**src/design/ccnt_consts.svh**
```systemverilog
// Constants for the charge integrator counter: register map, field positions, widths and reset values.
// How it works
// - Every sample accepted (measurement enabled, not frozen, awake or with non-zero period) adds into the accumulator and advances the tally by one.
// - Writing accum_clear zeroes accumulator, all three user copies and the tally.
// - Counter copies refresh on next read only after reset, a counter write or an access to another mapped register.
// - A qualifying counter read copies accumulator and tally into all three copies coherently.
// - Accumulator or tally overflow sets accum_overflow_fault; unmasked it drives the fault pin.
// - With clear_on_read_sel set, a counter read clears accumulator and tally after snapshot.
// - wrap_mode_sel 0 clamps the accumulator, 1 lets it roll over.
// - Passing upper or lower limit sets a sticky flag, cleared by writing 0.
// - Tally overflow sets a sticky flag cleared by 0; any overflow sets the fault bit.
// - In sleep, enabled with non-zero period, each wake-up sample at gain 256 integrates.
// - In sleep, crossing the threshold sets threshold flag and fault; masks gate wake and fault.
// - Leaving sleep freezes the accumulator until cleared; acquisition becomes continuous.
// - Conversions taken during chain diagnosis integrate like normal samples.
`ifndef CCNT_CONSTS_SVH
`define CCNT_CONSTS_SVH

`define CCNT_ACC_W 32
`define CCNT_HALF_W 16
`define CCNT_TALLY_W 16
`define CCNT_SAMPLE_W 16
`define CCNT_ADDR_W 12

// Register indices; the byte address is four times the index.
`define CCNT_IDX_CTRL 10'h001
`define CCNT_IDX_FLAGS 10'h002
`define CCNT_IDX_THRESH 10'h003
`define CCNT_IDX_STATUS 10'h004
`define CCNT_IDX_ACC_HIGH 10'h02d
`define CCNT_IDX_ACC_LOW 10'h02e
`define CCNT_IDX_TALLY 10'h02f

// Control register fields.
`define CCNT_CTRL_MEAS_EN 0
`define CCNT_CTRL_CLEAR 1
`define CCNT_CTRL_COR 2
`define CCNT_CTRL_WRAP 3
`define CCNT_CTRL_FAULT_MASK 4
`define CCNT_CTRL_WAKE_MASK 5
`define CCNT_CTRL_RESET 5'h00

// Flag register fields.
`define CCNT_FLAG_POS 0
`define CCNT_FLAG_NEG 1
`define CCNT_FLAG_TALLY 2
`define CCNT_FLAG_THRESH 3
`define CCNT_FLAG_FAULT 4

// Status register fields.
`define CCNT_STAT_SLEEP 0
`define CCNT_STAT_FROZEN 1

`define CCNT_THRESH_RESET 32'h7fffffff
`endif

```
**src/design/ccnt_pkg.sv**
```systemverilog
// Types shared by the charge integrator counter.
package ccnt_pkg;
  typedef struct packed {
    logic wake_mask;
    logic fault_mask;
    logic wrap_mode_sel;
    logic clear_on_read_sel;
    logic current_meas_enable;
  } ccnt_ctrl_t;

  typedef struct packed {
    logic accum_overflow_fault;
    logic sleep_threshold_flag;
    logic tally_overflow_flag;
    logic neg_underflow_flag;
    logic pos_overflow_flag;
  } ccnt_flags_t;

  typedef struct packed {
    logic valid;
    logic [15:0] data;
  } ccnt_sample_t;
endpackage : ccnt_pkg

```
**src/design/ccnt_top.sv**
```systemverilog
// Charge integrator counter with its APB register slave.
`include "ccnt_consts.svh"

module ccnt_top (
  // Clock and reset
  input wire logic sys_clk,
  input wire logic reset_n,
  // APB slave
  input wire logic psel,
  input wire logic penable,
  input wire logic pwrite,
  input wire logic [`CCNT_ADDR_W-1:0] paddr,
  input wire logic [31:0] pwdata,
  output logic [31:0] prdata,
  output logic pready,
  output logic pslverr,
  // Current converter results
  input wire ccnt_pkg::ccnt_sample_t conv_sample,
  // Power mode
  input wire logic sleep_mode,
  input wire logic cyclic_period_nonzero,
  // Outputs to the converter, wake and fault logic
  output logic pga_gain_256,
  output logic continuous_acq,
  output logic wake_request,
  output logic fault_out
);

  ccnt_pkg::ccnt_ctrl_t ctrl_reg;
  ccnt_pkg::ccnt_flags_t flags_reg;
  logic [`CCNT_ACC_W-1:0] thresh_reg;
  logic signed [`CCNT_ACC_W-1:0] acc_reg;
  logic [`CCNT_TALLY_W-1:0] tally_reg;
  logic [`CCNT_ACC_W-1:0] acc_copy_reg;
  logic [`CCNT_TALLY_W-1:0] tally_copy_reg;
  logic stale_reg;
  logic sleep_seen_reg;
  logic frozen_reg;
  logic [31:0] prdata_reg;
  logic pready_reg;
  logic pslverr_reg;
  logic pga_gain_256_reg;
  logic continuous_acq_reg;
  logic wake_request_reg;
  logic fault_out_reg;

  // Bus decode.
  logic [9:0] idx;
  logic setup_phase;
  logic wr_done;
  logic rd_setup;
  logic any_setup;
  logic is_counter;
  logic is_mapped;
  // Write strobes, one per writable register.
  logic ctrl_wr;
  logic flags_wr;
  logic thresh_wr;

  assign idx = paddr[`CCNT_ADDR_W-1:2];
  assign setup_phase = psel && !penable && !pready_reg;
  assign wr_done = psel && penable && pready_reg && pwrite && !pslverr_reg;
  assign rd_setup = setup_phase && !pwrite && is_mapped;
  assign any_setup = setup_phase && is_mapped;
  assign is_counter = (idx == `CCNT_IDX_ACC_HIGH) || (idx == `CCNT_IDX_ACC_LOW) || (idx == `CCNT_IDX_TALLY);
  assign is_mapped = is_counter || (idx == `CCNT_IDX_CTRL) || (idx == `CCNT_IDX_FLAGS) ||
                     (idx == `CCNT_IDX_THRESH) || (idx == `CCNT_IDX_STATUS);
  assign ctrl_wr = wr_done && (idx == `CCNT_IDX_CTRL);
  assign flags_wr = wr_done && (idx == `CCNT_IDX_FLAGS);
  assign thresh_wr = wr_done && (idx == `CCNT_IDX_THRESH);

  // Snapshot and clear events.
  logic counter_read;
  logic take_snapshot;
  logic clear_write;
  logic clear_read;
  logic clear_now;

  assign counter_read = rd_setup && is_counter;
  assign take_snapshot = counter_read && stale_reg;
  assign clear_write = ctrl_wr && pwdata[`CCNT_CTRL_CLEAR];
  assign clear_read = counter_read && ctrl_reg.clear_on_read_sel;
  assign clear_now = clear_write || clear_read;

  // Sample acceptance: with measurement enabled, awake conversions always count, diagnostic ones included; sleep ones need a
  // running cyclic timer. A frozen counter takes nothing until it is cleared.
  logic sample_ok;
  assign sample_ok = conv_sample.valid && ctrl_reg.current_meas_enable && !frozen_reg &&
                     (!sleep_mode || cyclic_period_nonzero);

  // Accumulator arithmetic on one extra bit so that both limits can be seen.
  logic signed [`CCNT_ACC_W-1:0] acc_base;
  logic signed [`CCNT_ACC_W:0] acc_sum;
  logic signed [`CCNT_ACC_W-1:0] acc_max;
  logic signed [`CCNT_ACC_W-1:0] acc_min;
  logic pos_ovf;
  logic neg_ovf;
  logic signed [`CCNT_ACC_W-1:0] acc_next;
  logic [`CCNT_TALLY_W-1:0] tally_base;
  logic [`CCNT_TALLY_W:0] tally_sum;
  logic tally_ovf;
  logic [`CCNT_TALLY_W-1:0] tally_next;

  // A clear in the same cycle as a sample restarts from zero and keeps the sample.
  assign acc_base = clear_now ? '0 : acc_reg;
  assign tally_base = clear_now ? '0 : tally_reg;
  assign acc_max = {1'b0, {(`CCNT_ACC_W-1){1'b1}}};
  assign acc_min = {1'b1, {(`CCNT_ACC_W-1){1'b0}}};
  assign acc_sum = {acc_base[`CCNT_ACC_W-1], acc_base} +
                   {{(`CCNT_ACC_W+1-`CCNT_SAMPLE_W){conv_sample.data[`CCNT_SAMPLE_W-1]}}, conv_sample.data};
  assign pos_ovf = sample_ok && (acc_sum[`CCNT_ACC_W:`CCNT_ACC_W-1] == 2'b01);
  assign neg_ovf = sample_ok && (acc_sum[`CCNT_ACC_W:`CCNT_ACC_W-1] == 2'b10);
  assign tally_sum = {1'b0, tally_base} + {{`CCNT_TALLY_W{1'b0}}, 1'b1};
  assign tally_ovf = sample_ok && tally_sum[`CCNT_TALLY_W];

  always_comb begin
    acc_next = acc_base;
    tally_next = tally_base;
    if (sample_ok) begin
      tally_next = tally_sum[`CCNT_TALLY_W-1:0];
      // Clamp mode holds the tally at its top value, so an average never divides by a wrapped count.
      if (tally_ovf && !ctrl_reg.wrap_mode_sel) begin
        tally_next = {`CCNT_TALLY_W{1'b1}};
      end
      if (ctrl_reg.wrap_mode_sel) begin
        acc_next = acc_sum[`CCNT_ACC_W-1:0];
      end else if (pos_ovf) begin
        acc_next = acc_max;
      end else if (neg_ovf) begin
        acc_next = acc_min;
      end else begin
        acc_next = acc_sum[`CCNT_ACC_W-1:0];
      end
    end
  end

  // Threshold is compared against the accumulator magnitude, so a drain and a charge both wake.
  logic [`CCNT_ACC_W:0] acc_mag;
  logic thresh_cross;
  assign acc_mag = acc_next[`CCNT_ACC_W-1] ? ({1'b0, ~acc_next} + {{`CCNT_ACC_W{1'b0}}, 1'b1}) : {1'b0, acc_next};
  assign thresh_cross = sample_ok && sleep_mode && (acc_mag > {1'b0, thresh_reg});

  always_ff @(posedge sys_clk or negedge reset_n) begin
    if (!reset_n) begin
      acc_reg <= '0;
    end else begin
      acc_reg <= acc_next;
    end
  end

  always_ff @(posedge sys_clk or negedge reset_n) begin
    if (!reset_n) begin
      tally_reg <= '0;
    end else begin
      tally_reg <= tally_next;
    end
  end

  // User copies: the first counter read after an access to another mapped register or a counter write refreshes all three.
  always_ff @(posedge sys_clk or negedge reset_n) begin
    if (!reset_n) begin
      acc_copy_reg <= '0;
      tally_copy_reg <= '0;
    end else if (clear_write) begin
      acc_copy_reg <= '0;
      tally_copy_reg <= '0;
    end else if (take_snapshot) begin
      acc_copy_reg <= acc_reg;
      tally_copy_reg <= tally_reg;
    end
  end

  always_ff @(posedge sys_clk or negedge reset_n) begin
    if (!reset_n) begin
      stale_reg <= 1'b1;
    end else if (any_setup && (!is_counter || pwrite)) begin
      stale_reg <= 1'b1;
    end else if (take_snapshot) begin
      stale_reg <= 1'b0;
    end
  end

  // Control register; the clear bit is a strobe and is not stored.
  always_ff @(posedge sys_clk or negedge reset_n) begin
    if (!reset_n) begin
      ctrl_reg <= `CCNT_CTRL_RESET;
    end else if (ctrl_wr) begin
      ctrl_reg.current_meas_enable <= pwdata[`CCNT_CTRL_MEAS_EN];
      ctrl_reg.clear_on_read_sel <= pwdata[`CCNT_CTRL_COR];
      ctrl_reg.wrap_mode_sel <= pwdata[`CCNT_CTRL_WRAP];
      ctrl_reg.fault_mask <= pwdata[`CCNT_CTRL_FAULT_MASK];
      ctrl_reg.wake_mask <= pwdata[`CCNT_CTRL_WAKE_MASK];
    end
  end

  always_ff @(posedge sys_clk or negedge reset_n) begin
    if (!reset_n) begin
      thresh_reg <= `CCNT_THRESH_RESET;
    end else if (thresh_wr) begin
      thresh_reg <= pwdata;
    end
  end

  // Sticky flags: writing 0 clears, writing 1 keeps; a new event in the same cycle wins.
  logic [4:0] flag_clr;
  logic [4:0] flag_set;
  assign flag_clr = flags_wr ? ~pwdata[4:0] : 5'h00;
  always_comb begin
    flag_set = 5'h00;
    flag_set[`CCNT_FLAG_POS] = pos_ovf;
    flag_set[`CCNT_FLAG_NEG] = neg_ovf;
    flag_set[`CCNT_FLAG_TALLY] = tally_ovf;
    flag_set[`CCNT_FLAG_THRESH] = thresh_cross;
    flag_set[`CCNT_FLAG_FAULT] = pos_ovf || neg_ovf || tally_ovf || thresh_cross;
  end

  always_ff @(posedge sys_clk or negedge reset_n) begin
    if (!reset_n) begin
      flags_reg <= '0;
    end else begin
      flags_reg <= (flags_reg & ~flag_clr) | flag_set;
    end
  end

  // Leaving sleep freezes the counter so the charge taken while asleep is not diluted before software sees it.
  always_ff @(posedge sys_clk or negedge reset_n) begin
    if (!reset_n) begin
      sleep_seen_reg <= 1'b0;
    end else begin
      sleep_seen_reg <= sleep_mode;
    end
  end

  // A sleep exit in the same cycle as a clear wins, so the counter stays frozen though the clear still zeroes it.
  always_ff @(posedge sys_clk or negedge reset_n) begin
    if (!reset_n) begin
      frozen_reg <= 1'b0;
    end else if (sleep_seen_reg && !sleep_mode) begin
      frozen_reg <= 1'b1;
    end else if (clear_now) begin
      frozen_reg <= 1'b0;
    end
  end

  // Outputs towards the converter and the wake and fault logic.
  always_ff @(posedge sys_clk or negedge reset_n) begin
    if (!reset_n) begin
      pga_gain_256_reg <= 1'b0;
    end else begin
      // Sleep measurements always use the top gain, so the select simply follows the power mode.
      pga_gain_256_reg <= sleep_mode;
    end
  end

  always_ff @(posedge sys_clk or negedge reset_n) begin
    if (!reset_n) begin
      continuous_acq_reg <= 1'b1;
    end else begin
      continuous_acq_reg <= !sleep_mode;
    end
  end

  // Masking the wake keeps the threshold flag recorded for software to find later.
  always_ff @(posedge sys_clk or negedge reset_n) begin
    if (!reset_n) begin
      wake_request_reg <= 1'b0;
    end else begin
      wake_request_reg <= sleep_mode && flags_reg.sleep_threshold_flag && !ctrl_reg.wake_mask;
    end
  end

  // The mask hides the fault from the pin only; the sticky bit still records it.
  always_ff @(posedge sys_clk or negedge reset_n) begin
    if (!reset_n) begin
      fault_out_reg <= 1'b0;
    end else begin
      fault_out_reg <= flags_reg.accum_overflow_fault && !ctrl_reg.fault_mask;
    end
  end

  // Read data; a refreshing counter read returns the live value that the snapshot takes in the same edge.
  logic [`CCNT_ACC_W-1:0] acc_view;
  logic [`CCNT_TALLY_W-1:0] tally_view;
  logic [31:0] rd_word;
  assign acc_view = stale_reg ? acc_reg : acc_copy_reg;
  assign tally_view = stale_reg ? tally_reg : tally_copy_reg;

  always_comb begin
    rd_word = 32'h00000000;
    unique case (idx)
      `CCNT_IDX_CTRL: begin
        rd_word[`CCNT_CTRL_MEAS_EN] = ctrl_reg.current_meas_enable;
        rd_word[`CCNT_CTRL_COR] = ctrl_reg.clear_on_read_sel;
        rd_word[`CCNT_CTRL_WRAP] = ctrl_reg.wrap_mode_sel;
        rd_word[`CCNT_CTRL_FAULT_MASK] = ctrl_reg.fault_mask;
        rd_word[`CCNT_CTRL_WAKE_MASK] = ctrl_reg.wake_mask;
      end
      `CCNT_IDX_FLAGS: rd_word[4:0] = flags_reg;
      `CCNT_IDX_THRESH: rd_word = thresh_reg;
      `CCNT_IDX_STATUS: begin
        rd_word[`CCNT_STAT_SLEEP] = sleep_mode;
        rd_word[`CCNT_STAT_FROZEN] = frozen_reg;
      end
      `CCNT_IDX_ACC_HIGH: rd_word[`CCNT_HALF_W-1:0] = acc_view[`CCNT_ACC_W-1:`CCNT_HALF_W];
      `CCNT_IDX_ACC_LOW: rd_word[`CCNT_HALF_W-1:0] = acc_view[`CCNT_HALF_W-1:0];
      `CCNT_IDX_TALLY: rd_word[`CCNT_TALLY_W-1:0] = tally_view;
      default: rd_word = 32'h00000000;
    endcase
  end

  // No wait state: the answer is prepared in the setup cycle and stands for the access cycle.
  always_ff @(posedge sys_clk or negedge reset_n) begin
    if (!reset_n) begin
      pready_reg <= 1'b0;
    end else begin
      pready_reg <= setup_phase;
    end
  end

  // Unmapped indices answer with an error, so a bad address is seen at once.
  always_ff @(posedge sys_clk or negedge reset_n) begin
    if (!reset_n) begin
      pslverr_reg <= 1'b0;
    end else begin
      pslverr_reg <= setup_phase && !is_mapped;
    end
  end

  // Read data is held between transfers and only means something while pready is high.
  always_ff @(posedge sys_clk or negedge reset_n) begin
    if (!reset_n) begin
      prdata_reg <= 32'h00000000;
    end else if (setup_phase) begin
      prdata_reg <= (pwrite || !is_mapped) ? 32'h00000000 : rd_word;
    end
  end

  assign prdata = prdata_reg;
  assign pready = pready_reg;
  assign pslverr = pslverr_reg;
  assign pga_gain_256 = pga_gain_256_reg;
  assign continuous_acq = continuous_acq_reg;
  assign wake_request = wake_request_reg;
  assign fault_out = fault_out_reg;

endmodule // ccnt_top

```
**config.mk**
```make
export PLATFORM = sky130hd
export DESIGN_NAME = ccnt_top
export DESIGN_NICKNAME = d
export VERILOG_FILES = /design/src/design/ccnt_pkg.sv /design/src/design/ccnt_top.sv
export VERILOG_INCLUDE_DIRS = /design/src /design/src/design
export SDC_FILE = /design/constraint.sdc
export NUM_CORES = 1
export LEC_CHECK = 0
export ABC_AREA = 1
export BUFFER_PORTS_ARGS = -buffer_cell sky130_fd_sc_hd__buf_2
export CAP_MARGIN = 20
export CORE_ASPECT_RATIO = 0.5
export CORE_UTILIZATION = 45
export DETAILED_ROUTE_END_ITERATION = 8
export GPL_TIMING_DRIVEN = 0
export PLACE_DENSITY_LB_ADDON = 0.08
export SLEW_MARGIN = 20
export SYNTH_ARGS = -nofsm -noshare
export SYNTH_HDL_FRONTEND = slang
export SYNTH_SLANG_ARGS = --single-unit
```
**constraint.sdc**
```tcl
create_clock -name sys_clk -period 6.5 [get_ports sys_clk]
set_clock_uncertainty 0.15 [all_clocks]
set_input_delay 0.65 -clock sys_clk [delete_from_list [all_inputs] [get_ports sys_clk]]
set_output_delay 0.65 -clock sys_clk [all_outputs]
set_load 0.01 [all_outputs]
```
==> impl_metrics.py <==
metrics = {
    "status": {
        "outcome": "complete, no violations",
    },
    "routing": {
        "wire_per_inst_um": 19.1,
        "drc": 0,
        "ant_nets": 0,
        "first_iter_violations": 1315,
        "routed_wl_mm": 45.1,
        "num_vias": 12800,
        "via_per_inst": 5.42,
        "drt_pass1_iterations": 5,
    },
    "yosys": {
        "synth_top_area_cell": "dfrtp_1",
        "yosys_register_bits": 178,
        "syn-cell-area_mm2": 0.0125,
        "postSynthCellCount": 1792,
        "yosysUniqueCellTypes": 57,
        "yosysWarnings": 0,
        "syn_nets": 1927,
        "post-synth-top-area-fraction": 0.290,
        "yosysMostFrequentCell": "nand2_1",
        "synthArstFlopShare": 1.00,
        "synth.avg_cell_area_um2": 6.99,
        "yosys-top-cells-area": "dfrtp_1, nand2_1, inv_1",
        "synth_enable_flop_cells": 0,
        "ys_seq_area_frac": 0.359,
        "synthFlopType": "dfrtp_1",
        "synthTopCellsByCount": "nand2_1, inv_1, nor2_1, dfrtp_1, o21ai_0",
    },
    "critical_path": {
        "r2r_cells": 48,
        "crit_arrival_ps": 6660,
        "path_delay_family": "simple AND/OR/NAND/NOR gates",
        "startpoint_type": "primary input",
        "cp_max_fo": 6,
        "critical_path_required_ps": 6750,
        "critPathBufInv": 11,
        "critPathSlowestCell": "ha_4",
        "crit_cells": 51,
        "slowest_delay_ps": 300,
        "cp-end-kind": "register",
        "crit_type": "in -> reg",
    },
    "sta": {
        "max_slew_margin": 0.409,
        "finalCritPeriodShare": 0.987,
        "slew_violations": 0,
        "setup_viol": 0,
        "fmax_mhz": 156,
        "period_minus_slack_ps": 6420,
        "rsz0062_at_grt": "true",
        "hold_violations": 0,
        "worst_slew_pin_slew_ps": 864,
    },
    "place": {
        "port_buffers": 103,
        "routabilityCongestion": 0.977,
        "dpl.hpwl_mm": 34.6,
        "place_area_mm2": 0.0136,
    },
    "layout": {
        "layout.nets": 2111,
        "diodes": 0,
        "drive_above_1_share": 0.245,
        "postLayoutCellArea_mm2": 0.0157,
        "fin_util": 0.583,
        "nFillCells": 2624,
        "syn_to_final_growth_pct": 25.2,
    },
    "power_and_ir_drop": {
        "p_leak_nw": 8.56,
        "combPwrFrac": 0.075,
        "powerDensity_mw_per_mm2": 154,
        "pwr-share-clk": 0.461,
        "p_sw_mw": 0.636,
        "seqPwrFrac": 0.463,
        "p_int_mw": 1.78,
        "ir_drop_v": 0.000192,
        "netSwitchingFraction": 0.263,
    },
    "cts": {
        "cts_tree": "done",
        "clockBufferDepth": 2,
        "cts.clk_slew.worst_paths_ps": 70,
        "clock-sinks": 178,
        "cts_buffers": 17,
        "insertion_delay_ps": 470,
        "cts_root_buffer": "clkbuf_16",
        "htree_levels": 4,
    },
    "die": {
        "fp.dieArea_mm2": 0.0285,
        "initial_core_util": 0.465,
        "die_h_um": 120,
        "io_pins": 106,
        "floorplan.rows": 42,
        "die_w_um": 238,
        "core_mm2": 0.0269,
    },
    "worst_hold_path": {
        "hold_path_class": "in -> reg",
        "whs_path_depth": 1,
    },
    "grt": {
        "grt_start_max_net_pins": 82,
        "grt_pass1_wl_mm": 68.2,
        "antenna_found_initial": 1,
        "grt_pass1_vias": 12000,
        "grt_usage": 0.317,
        "grt_remaining_overflow": 0,
    },
    "run": {
        "max_cap_viol_count": 0,
    },
}
-- worst paths after layout --
check                                       startpoint                              to  slack (ps)
max in group asynchronous                      reset_n      thresh_reg[25]$_DFFE_PN1P_        4600
worst max register to register        pready$_DFF_PN0_          flags_reg[3]$_DFF_PN0_          90
min in group asynchronous                      reset_n  tally_copy_reg[14]$_DFFE_PN0P_         490
worst min-delay path                        sleep_mode          pga_gain_256$_DFF_PN0_         230
worst max-delay path                          paddr[3]          flags_reg[3]$_DFF_PN0_          80
worst min register to register  prdata[16]$_DFFE_PN0P_          prdata[16]$_DFFE_PN0P_         330
-- per-stage QoR --
step	std cells	setup slack, ps	hold slack (ps)	TNS [ps]	total power [mW]
global route	2363	-224	224	-444	2.48
detailed placement	2271	-2160	317	-4300	1.29
finish	2363	81.3	231	0	2.42
CTS	2330	0.466	220	0	2.40
global placement	2269	-2090	312	-4170	1.28
floorplan	1792	60.1	204	0	1.21
-- layout make-up --
class | instances | area (um^2) | area share
multi-input cells | 1305 | 7680 | 0.490
flip-flops and latches | 178 | 4500 | 0.287
repair buffers | 166 | 1100 | 0.0703
inverters | 249 | 942 | 0.0601
well taps | 374 | 468 | 0.0298
clock buffers | 18 | 439 | 0.0280
plain buffers | 59 | 369 | 0.0235
clock inverters | 14 | 188 | 0.0120
-- per-layer routing --
layer / global-route usage / wire length [um] / part of all wire
met1: 0.479 / 21900 / 0.48
met2: 0.448 / 18300 / 0.41
met3: 0.0745 / 3970 / 0.088
met4: 0.0786 / 981 / 0.022
met5: 0.0178 / 12 / 0.00027
-- power by group through the flow --
| stage | clock network (mW) | logic [mW] | registers (mW) |
|---|---|---|---|
| CTS | 1.12 | 0.160 | 1.12 |
| floorplan | 0 | 0.0705 | 1.14 |
| finish | 1.11 | 0.182 | 1.12 |
| global route | 1.16 | 0.201 | 1.12 |
| global placement | 0 | 0.143 | 1.14 |
| detailed placement | 0 | 0.149 | 1.14 |
-- logic make-up (layout without fill, tap and decap cells) --
| logic type | after synthesis | after routing | share of synthesized area |
|---|---|---|---|
| and+or+nand+nor | 857 | 857 | 0.292 |
| AOI/OAI and AO/OA | 335 | 335 | 0.151 |
| buffers and inverters | 309 | 506 | 0.0974 |
| DFF | 178 | 178 | 0.359 |
| adders and majority gates | 67 | 67 | 0.0675 |
| xor gates and xnor gates | 45 | 45 | 0.0315 |
| muxes | 1 | 1 | 0.000899 |
-- worst reg2reg max path, delay by kind of cell (launching register included) --
family                     cells  cell delay (ps)
adders and majority gates      3              730
AOI/OAI and AO/OA              6              900
and+or+nand+nor               27             2800
xor gates and xnor gates       1              190
buffers and inverters         11             1160
DFF                            1              410
-- placed cells by master, fill, tap and decap left out, types with 15 or more instances in the layout --
master     netlist  final
a21oi_1         96     81
ha_1            66     41
nor2_2           9     24
o22ai_1         66     66
o21ai_0        119    119
xor2_1          35     35
dfstp_2         33     33
nand3_1         71     67
nor2_1         177    139
nand4_1         17     17
dfrtp_1        145    145
ha_4             0     22
buf_2            7    108
nor2_4          11     34
buf_4            5     58
inv_1          241    236
clkbuf_16        0     20
nand2_2         29     87
clkbuf_1        37     33
a21oi_2          3     15
nand2_1        505    437
-- timing repair --
action | in CTS | in global routing
setup endpoints to repair | 2 | 2
gates resized for setup | 74 | 170
pin swaps | 35 | 71
hold buffers | 1 | 0
cloned | 0 | 4
endpoints found under the hold margin | 34 | 0
setup buffers | 27 | 29
Power figures use the tool's default switching activity.
